--- config.mk ---
export PLATFORM = sky130hd
export DESIGN_NAME = period_match_timer
export DESIGN_NICKNAME = d
export VERILOG_FILES = /design/src/period_timer_pkg.sv /design/src/period_match_timer.sv
export SDC_FILE = /design/constraint.sdc
export NUM_CORES = 1
export LEC_CHECK = 0
export BUFFER_PORTS_ARGS = -buffer_cell sky130_fd_sc_hd__buf_2
export CELL_PAD_IN_SITES_DETAIL_PLACEMENT = 1
export CELL_PAD_IN_SITES_GLOBAL_PLACEMENT = 1
export CORE_MARGIN = 5
export CORE_UTILIZATION = 40
export DETAILED_ROUTE_END_ITERATION = 8
export GPL_TIMING_DRIVEN = 0
export PLACE_DENSITY_LB_ADDON = 0.1
export RECOVER_POWER = 25
export SYNTH_ARGS = -nofsm -noshare
export SYNTH_HDL_FRONTEND = slang
export SYNTH_SLANG_ARGS = --single-unit
--- constraint.sdc ---
create_clock -name aclk -period 3.4 [get_ports aclk]
set_input_delay 0.51 -clock aclk [delete_from_list [all_inputs] [get_ports aclk]]
set_output_delay 0.51 -clock aclk [all_outputs]
set_load 0.02 [all_outputs]
--- src/period_timer_pkg.sv ---
// Purpose: Shared constants and types for the period match timer
// Assumes: 32-bit AXI4-Lite register access, one word per register
// Notes: Offsets and interrupt register layout are local choices
package period_timer_pkg;

  // ****************************************
  // Register map
  // ****************************************
  localparam logic [3:0] OFF_CONTROL = 4'h0;   // timer_control
  localparam logic [3:0] OFF_PERIOD = 4'h4;    // period_value
  localparam logic [3:0] OFF_COUNT = 4'h8;     // count_value
  localparam logic [3:0] OFF_IRQ = 4'hC;       // flag and enables

  // ****************************************
  // Field positions and reset values
  // ****************************************
  localparam int RUN_BIT = 2;                 // run_enable
  localparam int PRE_LSB = 0;                 // prescale_select low bit
  localparam int POST_LSB = 3;                // postscale_select low bit
  localparam int FLAG_BIT = 0;                // match_interrupt_flag
  localparam int MIE_BIT = 1;                 // match_interrupt_enable
  localparam int PIE_BIT = 2;                 // peripheral_interrupt_enable
  localparam int GIE_BIT = 3;                 // global_interrupt_enable
  localparam logic [7:0] CONTROL_RESET = 8'h00;
  localparam logic [7:0] PERIOD_RESET = 8'hFF;
  localparam logic [7:0] COUNT_RESET = 8'h00;
  localparam logic [6:0] CONTROL_MASK = 7'h7F; // Bit 7 unimplemented

  // ****************************************
  // Counts
  // ****************************************
  localparam logic [1:0] INSN_DIV = 2'h3;     // Fosc/4 divider terminal count
  localparam logic [3:0] PRE_TC_1 = 4'h0;
  localparam logic [3:0] PRE_TC_4 = 4'h3;
  localparam logic [3:0] PRE_TC_16 = 4'hF;

  // AXI response codes
  localparam logic [1:0] RESP_OKAY = 2'h0;
  localparam logic [1:0] RESP_SLVERR = 2'h2;

  // Control register fields
  typedef struct packed {
    logic [3:0] postscale_select;
    logic run_enable;
    logic [1:0] prescale_select;
  } control_s;

  // Interrupt register fields
  typedef struct packed {
    logic global_interrupt_enable;
    logic peripheral_interrupt_enable;
    logic match_interrupt_enable;
    logic match_interrupt_flag;
  } irq_s;

endpackage

--- src/period_match_timer.sv ---
// Purpose: 8-bit period match timer with prescaler and postscaler
// Assumes: AXI4-Lite slave, aclk is the system oscillator
// Notes: Interrupt request is a registered level output
//
// How it works
// - Instruction clock is aclk/4, through prescaler
// - Prescale codes: 00 by1, 01 by4, 1x by16
// - Count compared to period continuously, rising
// - Match: count to zero, postscaler advances
// - Postscaler output sets match interrupt flag
// - Postscale field N divides matches by N+1
// - Count, period read/write; reset 00h, FFh
// - Run bit one counts, zero halts
// - Count or control write clears scalers
// - Control write keeps count value
// - Control bit 7 reads zero; resets zero
`timescale 1ns/10ps
module period_match_timer
  import period_timer_pkg::*;
(
  input wire logic aclk,
  input wire logic aresetn,
  input wire logic [3:0] s_axi_awaddr,
  input wire logic s_axi_awvalid,
  output logic s_axi_awready,
  input wire logic [31:0] s_axi_wdata,
  input wire logic [3:0] s_axi_wstrb,
  input wire logic s_axi_wvalid,
  output logic s_axi_wready,
  output logic [1:0] s_axi_bresp,
  output logic s_axi_bvalid,
  input wire logic s_axi_bready,
  input wire logic [3:0] s_axi_araddr,
  input wire logic s_axi_arvalid,
  output logic s_axi_arready,
  output logic [31:0] s_axi_rdata,
  output logic [1:0] s_axi_rresp,
  output logic s_axi_rvalid,
  input wire logic s_axi_rready,
  output logic irq
);

  // ****************************************
  // State
  // ****************************************
  typedef struct packed {
    logic aw_held;          // Write address captured
    logic [3:0] aw_addr;
    logic w_held;           // Write data captured
    logic [31:0] w_data;
    logic [3:0] w_strb;
    logic bvalid;
    logic [1:0] bresp;
    logic rvalid;
    logic [31:0] rdata;
    logic [1:0] rresp;
    logic [1:0] insn_div;   // Fosc/4 phase
    logic [3:0] pre_cnt;    // Prescaler counter
    logic [3:0] post_cnt;   // Postscaler counter
    logic match_pending;    // Match seen, reload on next increment
    control_s control;
    logic [7:0] period_value;
    logic [7:0] count_value;
    irq_s irqr;
    logic irq;
  } state_s;

  state_s r;       // Registered state
  state_s next_r;  // Next state

  // Prescale terminal count for a select code
  function automatic logic [3:0] pre_tc(input logic [1:0] sel);
    if (sel[1]) begin
      pre_tc = PRE_TC_16;
    end else if (sel[0]) begin
      pre_tc = PRE_TC_4;
    end else begin
      pre_tc = PRE_TC_1;
    end
  endfunction

  // Read data for a register offset
  function automatic logic [31:0] reg_read(input state_s s, input logic [3:0] a);
    unique case (a)
      OFF_CONTROL: reg_read = {25'h000_0000, s.control};
      OFF_PERIOD: reg_read = {24'h00_0000, s.period_value};
      OFF_COUNT: reg_read = {24'h00_0000, s.count_value};
      OFF_IRQ: reg_read = {28'h000_0000, s.irqr};
      default: reg_read = 32'h0000_0000;
    endcase
  endfunction

  // Known offset check
  function automatic logic mapped(input logic [3:0] a);
    mapped = (a == OFF_CONTROL) || (a == OFF_PERIOD) || (a == OFF_COUNT) || (a == OFF_IRQ);
  endfunction

  // Write intent, decoded in the combinational process
  logic do_write;
  logic wr_control;
  logic wr_period;
  logic wr_count;
  logic wr_irq;
  logic insn_tick;     // One-cycle instruction clock enable
  logic pre_tick;      // Prescaler output pulse
  logic post_tick;     // Postscaler output pulse
  logic is_match;

  // ****************************************
  // Next state logic
  // ****************************************
  always_comb begin
    next_r = r;

    // Write channel capture, either order
    if (s_axi_awvalid && s_axi_awready) begin
      next_r.aw_held = 1'b1;
      next_r.aw_addr = s_axi_awaddr;
    end
    if (s_axi_wvalid && s_axi_wready) begin
      next_r.w_held = 1'b1;
      next_r.w_data = s_axi_wdata;
      next_r.w_strb = s_axi_wstrb;
    end

    // Commit write once both halves are held and response slot is free
    do_write = r.aw_held && r.w_held && !r.bvalid;
    wr_control = do_write && (r.aw_addr == OFF_CONTROL) && r.w_strb[0];
    wr_period = do_write && (r.aw_addr == OFF_PERIOD) && r.w_strb[0];
    wr_count = do_write && (r.aw_addr == OFF_COUNT) && r.w_strb[0];
    wr_irq = do_write && (r.aw_addr == OFF_IRQ) && r.w_strb[0];
    if (do_write) begin
      next_r.aw_held = 1'b0;
      next_r.w_held = 1'b0;
      next_r.bvalid = 1'b1;
      next_r.bresp = mapped(r.aw_addr) ? RESP_OKAY : RESP_SLVERR;
    end else if (r.bvalid && s_axi_bready) begin
      next_r.bvalid = 1'b0;
    end

    // Read channel
    if (s_axi_arvalid && s_axi_arready) begin
      next_r.rvalid = 1'b1;
      next_r.rdata = reg_read(r, s_axi_araddr);
      next_r.rresp = mapped(s_axi_araddr) ? RESP_OKAY : RESP_SLVERR;
    end else if (r.rvalid && s_axi_rready) begin
      next_r.rvalid = 1'b0;
    end

    // Instruction clock divider runs free from aclk
    insn_tick = (r.insn_div == INSN_DIV);
    next_r.insn_div = r.insn_div + 2'h1;

    // Prescaler only advances while running
    pre_tick = 1'b0;
    if (insn_tick && r.control.run_enable) begin
      if (r.pre_cnt >= pre_tc(r.control.prescale_select)) begin
        next_r.pre_cnt = 4'h0;
        pre_tick = 1'b1;
      end else begin
        next_r.pre_cnt = r.pre_cnt + 4'h1;
      end
    end

    // Continuous compare of count against period
    is_match = (r.count_value == r.period_value);
    post_tick = 1'b0;
    if (pre_tick) begin
      if (r.match_pending) begin
        next_r.count_value = COUNT_RESET;
        next_r.match_pending = 1'b0;
      end else begin
        next_r.count_value = r.count_value + 8'h01;
      end
      // A fresh match seen at this increment advances the postscaler
      if (!r.match_pending && (r.count_value + 8'h01) == r.period_value) begin
        next_r.match_pending = 1'b1;
        if (r.post_cnt >= r.control.postscale_select) begin
          next_r.post_cnt = 4'h0;
          post_tick = 1'b1;
        end else begin
          next_r.post_cnt = r.post_cnt + 4'h1;
        end
      end
    end

    // Software writes; these override the counting above
    if (wr_control) begin
      next_r.control = control_s'(r.w_data[6:0] & CONTROL_MASK);
      next_r.pre_cnt = 4'h0;
      next_r.post_cnt = 4'h0;
      next_r.count_value = r.count_value;
      next_r.match_pending = is_match;
    end
    if (wr_period) begin
      next_r.period_value = r.w_data[7:0];
      next_r.match_pending = (r.count_value == r.w_data[7:0]);
    end
    if (wr_count) begin
      next_r.count_value = r.w_data[7:0];
      next_r.pre_cnt = 4'h0;
      next_r.post_cnt = 4'h0;
      next_r.match_pending = (r.w_data[7:0] == r.period_value);
    end

    // Interrupt register: software writes; hardware set wins over clear
    if (wr_irq) begin
      next_r.irqr = irq_s'(r.w_data[3:0]);
    end
    if (post_tick) begin
      next_r.irqr.match_interrupt_flag = 1'b1;
    end

    // Request only with all three enables
    next_r.irq = next_r.irqr.match_interrupt_flag && next_r.irqr.match_interrupt_enable &&
                 next_r.irqr.peripheral_interrupt_enable && next_r.irqr.global_interrupt_enable;
  end

  // ****************************************
  // State register
  // ****************************************
  always_ff @(posedge aclk) begin
    if (!aresetn) begin
      r <= '0;
      r.control <= control_s'(CONTROL_RESET[6:0]);
      r.period_value <= PERIOD_RESET;
      r.count_value <= COUNT_RESET;
      r.pre_cnt <= 4'h0;
      r.post_cnt <= 4'h0;
    end else begin
      r <= next_r;
    end
  end

  // ****************************************
  // Outputs, all from flip-flops
  // ****************************************
  assign s_axi_awready = !r.aw_held;
  assign s_axi_wready = !r.w_held;
  assign s_axi_bvalid = r.bvalid;
  assign s_axi_bresp = r.bresp;
  assign s_axi_arready = !r.rvalid;
  assign s_axi_rvalid = r.rvalid;
  assign s_axi_rdata = r.rdata;
  assign s_axi_rresp = r.rresp;
  assign irq = r.irq;

endmodule

* Word-level counts from Yosys, hierarchy flattened
Index checks and enable logic that the tools add are counted.
** Storage, ports and cells
- Bits in registers :: 92
- Latch bits :: 0
- Bits in writable memories :: 0
- Bits in read-only memories :: 0
- Input bits :: 51
- Word-level logic and storage cells :: 112
- Memories kept :: 0
** Operators by class
- Add/subtract/negate cells :: 4
- $mul :: 0
- Divide/modulo/power cells :: 0
- $lt $le $gt $ge :: 2
- Equal/unequal tests :: 12
- Shift operators :: 0
- Mux-type cells :: 28
- Bitwise gates (word level) :: 1
- Reductions and logical operators :: 41
** Operator list (number)
- 8-bit two-way mux :: 5
- 8-bit == test :: 4
- 8-bit one-hot mux with 4 select lines :: 1
- 1-bit logical AND :: 20
- 4-bit two-way mux :: 5
- 4-bit == test (second input constant) :: 4
- 1-bit two-way mux :: 14
- 4-bit by 1-bit adder with 4-bit output (second input constant) :: 2
- 8-bit by 1-bit adder with 8-bit output (second input constant) :: 1
- 4-bit by 3-bit == test with 1-bit output (second input constant) :: 2
- 4-bit greater-or-equal comparator :: 2
- 4-bit zero test :: 2
- 1-bit logical OR :: 6
- 2-bit two-way mux :: 3
- 2-bit nonzero test :: 3
- 1-bit zero test :: 5
- 2-bit AND reduction :: 2
- 4-bit nonzero test :: 1
- 3-bit OR reduction :: 1
- 2-bit by 1-bit adder with 2-bit output (second input constant) :: 1
- 2-bit == test (second input constant) :: 1
- 2-bit by 1-bit inequality test with 1-bit output (second input constant) :: 1
- 2-bit OR reduction :: 1
- 1-bit inverter :: 1

* Longest topological paths before layout
Gate-level depths: netlist of run 1.
- Depth in word-level cells :: 11
- Mapped depth :: 9

* Least setup slack after synthesis of run 1
OpenSTA, ideal clock, no wires.
- Kind :: reg-to-reg
- From :: register r[21] (netlist name)
- To :: register r, in the netlist irq
- Setup time :: 59 ps
- Arrival time :: 2314 ps
- Setup slack :: 1027 ps
- Cell stages (with the launch flop) :: 9
- Buffers on the path :: 0
- Clock period less this slack :: 2373 ps
- Path through :: dfxtp_1 or2_2 ha_1 nand2b_1 a2111oi_0 or3_1 or4_1 o21ai_1 and3_1
** Between the ends
- Cells in the longest elaborated chain, start to end :: 11
** Ends and longest elaborated chain
- start: declaration :: RTL line period_match_timer.sv:68 : state_s r;
- start signal: assignment :: RTL line period_match_timer.sv:231 : r <= next_r;
- 2-bit two-way mux :: RTL line period_match_timer.sv:75 : end else if (sel[0]) begin
- 4-bit two-way mux :: RTL line period_match_timer.sv:73 : if (sel[1]) begin
- 4-bit two-way mux :: RTL line period_match_timer.sv:156 : if (insn_tick && r.control.run_enable) begin
- 4-bit greater-or-equal comparator :: RTL line period_match_timer.sv:157 : if (r.pre_cnt >= pre_tc(r.control.prescale_select)) begin
- 1-bit two-way mux :: RTL line period_match_timer.sv:157
- 1-bit two-way mux :: RTL line period_match_timer.sv:156
- 1-bit two-way mux :: RTL line period_match_timer.sv:168 : if (pre_tick) begin
- 1-bit two-way mux :: RTL line period_match_timer.sv:210 : if (post_tick) begin
- 1-bit logical AND (2 in a row) :: RTL line period_match_timer.sv:215 : next_r.irq = next_r.irqr.match_interrupt_flag && next_r.irqr.match_interrupt_enable &&
- 1-bit logical AND :: RTL line period_match_timer.sv:216 : next_r.irqr.peripheral_interrupt_enable && next_r.irqr.global_interrupt_enable;
Every way passes these cells. The select of a mux whose other input is x is not followed.
A chain may end at the register's enable or synchronous reset.

* Worst setup path in the final report of run 1
- From :: register r[22] (netlist name)
- To :: register r[6] (netlist name)
** Between the ends
- Cells in the longest elaborated chain, start to end :: 7
** Ends and longest elaborated chain (RTL line)
- 4-bit two-way mux :: period_match_timer.sv:73
- 4-bit two-way mux :: period_match_timer.sv:156
- 4-bit greater-or-equal comparator :: period_match_timer.sv:157
- 1-bit two-way mux :: period_match_timer.sv:157
- 1-bit two-way mux :: period_match_timer.sv:156
- 2-bit nonzero test (no line)
- 2-bit AND reduction (no line)
Every way passes these cells. The select of a mux whose other input is x is not followed.

==> flow_metrics.tcl, run 1 <==
set metrics [dict create \
    htreeDepth 3 \
    crit_buf_inv 1 \
    grt_pass1_vias 3695 \
    outcome "finished, final reports clean" \
    final_nets 593 \
    cp-start-kind "flop" \
    wl_per_cell_um 17.23 \
    yosysTopAreaCell "dfxtp_1" \
    diodes 0 \
    finalSetupTns_ns 0 \
    port_buffers 36 \
    p_leak_nw 1.900 \
    path_class "reg -> reg" \
    nFillCells 1151 \
    clockRootBuffer "clkbuf_8" \
    fin_cells 664 \
    drv_cap 0 \
    syn_area_sq_um 3860 \
    synth_most_common_cell "dfxtp_1" \
    worstHoldPathType "in -> reg" \
    cts.sinks 66 \
    ir_drop_mv 0.2345 \
    max-slew-margin-rel_pct 32.63 \
    slew_viol_final 0 \
    dr.first_iter.drc_count 136 \
    gp_congestion 0.9022 \
    area_growth_pct 18.15 \
    comb_power_share_pct 10.1 \
    synth-seq-cells 66 \
    synth_top_cell_area_share_pct 34.23 \
    yosys_warnings 0 \
    grt_max_degree 13 \
    crit_arrival_ns 3.15 \
    overflow 0 \
    dp_hpwl_um 8650 \
    viasPerCell 5.146 \
    cts_tree "built" \
    period_needed_ns 2.885 \
    antenna_found_initial 0 \
    ant_nets 0 \
    rsz0062_at_grt "no" \
    clk_latency_ns 0.36 \
    regToRegSetupSlack_ns 0.52 \
    rows 35 \
    placedCellCount 648 \
    cts_buffer_depth 2 \
    timing.final.ws_setup_ns 0.5151 \
    first_pass_iters 4 \
    die_y_um 108.2 \
    grt_pass1_wl_um 18700 \
    p_int_mw 1.449 \
    synth_commonest_cells "66 x dfxtp_1, 50 x nand2_1, 43 x nor2_1" \
    vias 3417 \
    synth_top_flop_cell "dfxtp_1" \
    finalCritPeriodShare_pct 84.85 \
    p_sw_share_pct 24.56 \
    die_w_um 108.2 \
    clkTransAtPathRegs_ns 0.08 \
    ys_seq_area_share_pct 34.23 \
    dieArea_sq_um 11710 \
    critical_path.top_delay_family "compound AO/OA/AOI/OAI gates" \
    synth-edff-count 0 \
    max_slew.worst_pin.slew_ns 1.003 \
    switching_power_uw 471.5 \
    cp_slowest_stage_delay_ns 0.64 \
    coreArea_sq_um 9328 \
    fmax_ghz 0.3466 \
    power_frac_clock_pct 47.9 \
    hold_buffers 0 \
    syn_area_per_cell_sq_um 8.428 \
    drive_gt1_share_pct 20.00 \
    postSynthCellCount 458 \
    start_util_pct 41.38 \
    final_util_pct 48.89 \
    ctsResizeCount 0 \
    synth.area.top_cells "dfxtp_1 34%, buf_4 7.4%, xor2_1 5.0%" \
    dp_slack_ns 0.5704 \
    power.share.sequential_pct 42.0 \
    final_hold_viol_count 0 \
    cp.required_ns 3.66 \
    finalSetupViolCount 0 \
    grt_usage_pct 20.86 \
    powerDensity_nw_per_um2 421.1 \
    synthArstFlopShare_pct 0 \
    cts_buffers 9 \
    cp_slowest_cell "a2111oi_0" \
    clock_skew_ns 0.008982 \
    finalWirelength_um 11440 \
    crit_chain "or2_2 > ha_1 > nand2b_1 > a2111oi_0 > nor3_2 > o21ai_1 > clkbuf_1 > nand2_1 > a311oi_1" \
    cts_setup_buffers 0 \
    endpoint_kind "flop" \
    critical_path.max_fanout 10 \
    synth_cell_types 60 \
    drc 0 \
    ioPinCount 93 \
]
==> per-stage QoR <==
| stage | total power, mW | area [sq um] | hold WS, ns |
|---|---|---|---|
| 6_report | 1.920 | 4561 | 0.3370 |
| 3_3_place_gp | 1.013 | 4295 | 0.4099 |
| 2_1_floorplan | 0.9648 | 3954 | 0.3992 |
| 4_1_cts | 1.934 | 4571 | 0.3273 |
| 5_1_grt | 1.991 | 4561 | 0.3325 |
| 3_5_place_dp | 1.020 | 4295 | 0.4147 |
==> layout make-up <==
cell class | instances | area, sq um | area share (%)
buffer | 67 | 444.2 | 9.739
clock buffer | 10 | 137.6 | 3.018
clock inverter | 6 | 137.6 | 3.018
inverter | 12 | 45.04 | 0.9877
multi-input combinational | 338 | 2140 | 46.91
sequential | 66 | 1321 | 28.97
tap | 129 | 161.4 | 3.539
timing repair buffer | 36 | 173.9 | 3.813
==> cell usage in the layout, fill, tap and decap left out, types with 5 or more instances in the layout <==
cell type,instances
dfxtp_1,66
nand2_1,50
nor2_1,43
buf_4,37
buf_2,34
conb_1,26
a21oi_1,25
clkbuf_1,22
xor2_1,22
nand3_1,22
mux2i_1,18
clkbuf_8,13
inv_1,12
ha_1,12
o21ai_0,9
a22oi_1,8
o21ai_1,7
nand2b_1,6
a31oi_1,6
xnor2_1,6
nor4_1,6
nor3_1,5
==> routing by layer <==
layer | GRT usage (%) | up-vias | routed length [um]
li1 | - | 1671 | -
met1 | 24.07 | 1633 | 4847
met2 | 36.59 | 84 | 5704
met3 | 5.075 | 29 | 547
met4 | 9.107 | 0 | 344
met5 | 0 | - | 0
==> registers in the layout, summed over array words and instances, names as in the netlist <==
name / count
s_axi_bresp: 1
s_axi_rdata: 8
r: 53
s_axi_rresp: 1
irq: 1
s_axi_rvalid: 1
s_axi_bvalid: 1
==> power groups by stage <==
stage	Sequential (mW)	Combinational [mW]	Clock [mW]
after CTS	0.807	0.195	0.932
after global placement	0.825	0.189	0
after detailed placement	0.825	0.194	0
final	0.807	0.194	0.919
after floorplan	0.821	0.143	0
after global routing	0.809	0.213	0.969
==> logic make-up (layout without fill, tap and decap cells) <==
| family | after synthesis | count (layout) | synth area share, % |
|---|---|---|---|
| and+or+nand+nor | 171 | 171 | 22.24 |
| AOI/OAI and AO/OA | 79 | 79 | 13.42 |
| buffers and inverters | 79 | 131 | 12.77 |
| DFF | 66 | 66 | 34.23 |
| xor gates and xnor gates | 28 | 28 | 6.353 |
| muxes | 22 | 22 | 7.002 |
| adders and majority gates | 12 | 12 | 3.890 |
| other | 1 | 26 | 0.09715 |
==> worst paths after layout <==
check	startpoint	cells past startpoint	end
max	r[22]$_SDFFE_PN0P_	9	r[6]$_SDFFE_PN0P_
min	s_axi_rready	2	s_axi_rvalid$_SDFFE_PN0P_
max reg2reg	r[22]$_SDFFE_PN0P_	9	r[6]$_SDFFE_PN0P_
min reg2reg	r[37]$_SDFF_PN0_	1	r[37]$_SDFF_PN0_
==> worst register-to-register path, cell delays in order, from the launching register on <==
cell and delay, ns:
dfxtp_1 0.35, or2_2 0.30, ha_1 0.27, nand2b_1 0.15, a2111oi_0 0.64, nor3_2 0.17
o21ai_1 0.18, clkbuf_1 0.37, nand2_1 0.11, a311oi_1 0.26
(Power assumes the default switching activity.)
==> run 2: changes to the inputs <==
Settings changed: CORE_UTILIZATION 40 to 36.
Clock period 3.4 ns to 2.4 ns, I/O delays scaled along.
==> run 2 against run 1 <==
- the flow now finishes with violations (negative setup slack)
- via count rose by 0.61%
- core utilization shrank 3.5 points
- die area grew 10%
- clock skew up 0.0026 ns
- count of clock-buffer cells in the layout grew 1
- maximum frequency is 19% higher
- critical path depth decreased by 1
- worst hold slack got worse by 0.14 ns
- clock power grew 14%
- largest cell class unchanged
==> flow_metrics.tcl, run 2 (synthesis results as in run 1) <==
set metrics [dict create \
    outcome "finished with violations" \
    violations "negative setup slack" \
    dp_hpwl_um 8485 \
    ant_nets 0 \
    slew_viol_final 0 \
    drc 0 \
    dieArea_sq_um 12890 \
    crit_path_start "r[21]$_SDFFE_PN0P_" \
    placed_cell_area_sq_um 4304 \
    critical_path.max_fanout 5 \
    cp-start-kind "flop" \
    fmax_ghz 0.4127 \
    die_w_um 113.5 \
    p_leak_nw 1.955 \
    stdcell_area_sq_um 4710 \
    area_growth_pct 22.01 \
    nFillCells 1259 \
    whs_ns 0.1971 \
    cts_buffers 9 \
    drv_cap 0 \
    max_slew.worst_pin.slew_ns 0.9811 \
    final_cell_mix "60 x dfxtp_1, 50 x nand2_1, 42 x buf_4, 42 x nor2_1, 36 x buf_2" \
    finalSetupViolCount 2 \
    max-slew-margin-rel_pct 34.09 \
    regMostFlops "r" \
    viasPerCell 5.093 \
    path_class "reg -> reg" \
    cts_tree "built" \
    timing.final.ws_setup_ns -0.02298 \
    grt_max_degree 12 \
    ir_drop_mv 0.2560 \
    overflow 0 \
    rows 37 \
    dr.first_iter.drc_count 176 \
    gp_congestion 0.8155 \
    cp.required_ns 2.69 \
    diodes 0 \
    clk_latency_ns 0.35 \
    endpoint_kind "flop" \
    cts_buffer_depth 2 \
    largest_reg_flops 53 \
    rsz0062_at_grt "yes" \
    wl_per_cell_um 17.16 \
    port_buffers 36 \
    ioPinCount 93 \
    drive_gt1_share_pct 25.79 \
    crit_arrival_ns 2.72 \
    powerDensity_nw_per_um2 525.0 \
    htreeDepth 3 \
    timing.rr.start "r[21]$_SDFFE_PN0P_" \
    final_hold_viol_count 0 \
    hp-start "s_axi_rready" \
    finalWirelength_um 11580 \
    clkTransAtPathRegs_ns 0.07 \
    hold_buffers 0 \
    coreArea_sq_um 10370 \
    antenna_found_initial 0 \
    final_nets 597 \
    grt_usage_pct 18.22 \
    grt_pass1_vias 3617 \
    cts.sinks 66 \
    period_needed_ns 2.423 \
    start_util_pct 37.22 \
    worstHoldPathType "in -> reg" \
    vias 3438 \
    final_common_cell "dfxtp_1" \
    grt_pass1_wl_um 18550 \
    clock_skew_ns 0.01159 \
    total_power_mw 2.472 \
    clockRootBuffer "clkbuf_8" \
    first_pass_iters 4 \
    die_y_um 113.5 \
    finalCritPeriodShare_pct 101.0 \
]
## run 2: what timing repair did
| item | 4_1_cts | 5_1_grt |
|---|---|---|
| gates resized for setup | 12 | 23 |
| buffers inserted | 3 | 2 |
| setup endpoints to repair | 15 | 15 |
| gates cloned | 0 | 0 |
| pin swaps | 3 | 7 |
## run 2: metrics by stage
stage | instances | util, % | setup TNS, ns | setup WS [ns]
detailed placement | 655 | 41.51 | -5.095 | -0.4285
finish | 675 | 45.42 | -0.03819 | -0.02298
global placement | 655 | 41.51 | -4.513 | -0.4243
global route | 675 | 45.42 | -0.3579 | -0.1023
CTS | 673 | 44.18 | 0 | 0.007928
floorplan | 483 | - | 0 | 0.02674
## run 2: layout make-up
| cell class | count | area, sq um | area share [%] |
|---|---|---|---|
| Multi-Input combinational cell | 338 | 2275 | 48.30 |
| Sequential cell | 66 | 1329 | 28.21 |
| Buffer | 66 | 454.2 | 9.644 |
| Timing Repair Buffer | 41 | 217.7 | 4.623 |
| Tap cell | 136 | 170.2 | 3.613 |
| Clock buffer | 11 | 141.4 | 3.002 |
| Clock inverter | 5 | 77.57 | 1.647 |
| Inverter | 12 | 45.04 | 0.9564 |
## run 2: power by group
group	total, mW	switching, mW	internal (mW)
clock network	1.05	0.441	0.610
logic	0.279	0.172	0.106
registers	1.14	0.0217	1.12
total	2.47	0.635	1.84
## run 2: path summary, 6_finish.rpt
path	to	slack [ns]	cells past startpoint
min reg2reg	r[37]$_SDFF_PN0_	0.43	1
max reg2reg	irq$_SDFF_PN0_	-0.02	8
min	s_axi_rvalid$_SDFFE_PN0P_	0.20	2
max	irq$_SDFF_PN0_	-0.02	8
## run 2: routing by layer
| metal | vias to the layer above | global-route usage [%] | share of wire [%] |
|---|---|---|---|
| li1 | 1677 | - | - |
| met1 | 1670 | 21.82 | 42 |
| met2 | 73 | 32.59 | 52 |
| met3 | 18 | 3.607 | 3.7 |
| met4 | 0 | 5.849 | 1.9 |
| met5 | - | 0 | 0 |
## run 2: worst max-delay path: stages (launching register included)
cell,delay (ns)
dfxtp_2,0.33
or2_4,0.26
ha_4,0.26
nand2b_4,0.12
a2111oi_4,0.08
or3_4,0.40
or4_4,0.56
o21ai_2,0.17
and3_4,0.19
==> run 3: changes to the inputs <==
Settings changed: CORE_MARGIN 5 to default.
==> run 3 against run 2 <==
- the flow now finishes without violations
- sequential power barely moved
- die area fell by 14%
- routed wire length down 2.4%
- worst setup slack improved by 0.042 ns
- flip-flop and latch count unchanged
- total power up 1.9%
- final area decreased by 0.64%
- combinational power about the same
- largest cell class unchanged
- clock skew down 0.0032 ns
- clock power grew 5%
- critical path type unchanged
- sequential share of layout area up 0.13 points
- register-to-register slack improved by 0.04 ns
==> flow_metrics.tcl, run 3 (synthesis results as in run 1) <==
set metrics [dict create \
    max_slew.worst_pin.slew_ns 0.9524 \
    htreeDepth 3 \
    area_growth_pct 21.23 \
    critical_path.max_fanout 5 \
    grt.busiest_layer "met2" \
    p_leak_nw 1.953 \
    clockRootBuffer "clkbuf_8" \
    drc 0 \
    rows 37 \
    finalSetupTns_ns 0 \
    cts_tree "built" \
    cts_buffer_depth 2 \
    viasPerCell 5.056 \
    die_w_um 105.5 \
    cts_buffers 9 \
    dp_hpwl_um 8344 \
    switching_power_uw 650.1 \
    period_needed_ns 2.381 \
    dr.first_iter.drc_count 120 \
    comb_power_share_pct 11.0 \
    outcome "finished, final reports clean" \
    cp-start-kind "flop" \
    coreArea_sq_um 10370 \
    overflow 0 \
    max-slew-margin-rel_pct 36.02 \
    regMostFlops "r" \
    die_y_um 105.5 \
    diodes 0 \
    final_nets 598 \
    grt_max_degree 12 \
    rsz0062_at_grt "yes" \
    path_class "reg -> reg" \
    endpoint_kind "flop" \
    clk_latency_ns 0.35 \
    final_cell_mix "62 x dfxtp_1, 50 x nand2_1, 43 x buf_4" \
    p_sw_share_pct 25.80 \
    r2r_cells 8 \
    grt_usage_pct 21.25 \
    first_pass_iters 4 \
    power.share.sequential_pct 45.3 \
    slew_viol_final 0 \
    crit_arrival_ns 2.67 \
    wl_per_cell_um 16.72 \
    hold_buffers 0 \
    cts.sinks 66 \
    fmax_ghz 0.4199 \
    worstHoldPathType "in -> reg" \
    antenna_found_initial 0 \
    drive_gt1_share_pct 24.26 \
    final_common_cell "dfxtp_1" \
    port_buffers 36 \
    ioPinCount 93 \
    regArea_sq_um 1326 \
    multi_input_area_sq_um 2243 \
    largest_reg_flops 53 \
    p_int_mw 1.870 \
    power_frac_clock_pct 43.6 \
    total_power_mw 2.520 \
    grt_util_met1_pct 26.48 \
    start_util_pct 37.22 \
    clock_skew_ns 0.008410 \
    ir_drop_mv 0.3219 \
    use_met3_pct 3.401 \
    grt_pass1_wl_um 18100 \
    finalCritPeriodShare_pct 99.23 \
    grt_pass1_vias 3511 \
    ant_nets 0 \
    nFillCells 1292 \
    use_met2_pct 37.22 \
    vias 3418 \
    dieArea_sq_um 11140 \
    finalSetupViolCount 0 \
    whs_path_depth 2 \
    clkTransAtPathRegs_ns 0.07 \
    finalWirelength_um 11300 \
    drv_cap 0 \
    powerDensity_nw_per_um2 538.4 \
    final_hold_viol_count 0 \
    gp_congestion 0.8422 \
    cp.required_ns 2.69 \
]
==> run 3: changes by cell type in the layout (fill, tap and decap cells not counted), sizes merged <==
cell / previous run / this run
clkinvlp: 1 / 0
clkbuf: 32 / 35
buf: 85 / 84
==> run 3: power groups by stage <==
stage / clock, mW / combinational, mW / sequential, mW
after global placement: 0 / 0.273 / 1.17
after floorplan: 0 / 0.203 / 1.16
after CTS: 1.12 / 0.279 / 1.14
after detailed placement: 0 / 0.276 / 1.17
after global routing: 1.18 / 0.303 / 1.15
final: 1.10 / 0.278 / 1.14
==> run 3: critical path, stage by stage, from the launching register on <==
cell and delay [ns]:
dfxtp_2 0.33, or2_4 0.26, ha_4 0.26, nand2b_4 0.11
a2111oi_4 0.08, or3_4 0.38, or4_4 0.61, o21ai_2 0.14
and3_1 0.17
==> run 3: worst paths after layout <==
path / slack, ns / to / start
min reg2reg: 0.43 / r[37]$_SDFF_PN0_ / r[37]$_SDFF_PN0_
max: 0.02 / irq$_SDFF_PN0_ / r[21]$_SDFFE_PN0P_
max reg2reg: 0.02 / irq$_SDFF_PN0_ / r[21]$_SDFFE_PN0P_
min: 0.19 / s_axi_rvalid$_SDFFE_PN0P_ / s_axi_rready
==> run 3: final cells by class <==
cell class              instances  area share [%]
multi-input cells             338           47.94
clock buffers                  12           3.316
flip-flops and latches         66           28.34
plain buffers                  66           9.572
repair buffers                 42           4.652
clock inverters                 4           1.578
well taps                     136           3.636
inverters                      12          0.9626
==> run 3: repair_timing <==
item	CTS	global route
buffers inserted	4	1
hold endpoints to repair	0	0
pin swaps	8	8
cloned	1	0
setup endpoints to repair	15	7
gates resized for setup	17	7
==> run 3: per-layer routing <==
metal	share of wire [%]	wire length, um
met2	50	5695
met3	3.1	352
met1	45	5103
met4	1.3	152
met5	0	0
==> run 3: stage by stage <==
step                      utilization [%]  setup WS [ns]  instance area [sq um]  std cells  hold WS, ns
after global placement              41.51        -0.4421                   4304        655       0.4085
final                               45.13        0.01853                   4679        676       0.1911
after global routing                45.13       -0.05271                   4679        676       0.1939
after floorplan                         -        0.02674                   3954        483       0.3992
after CTS                           44.84       0.007401                   4649        675       0.1816
after detailed placement            41.51        -0.4989                   4304        655       0.4269
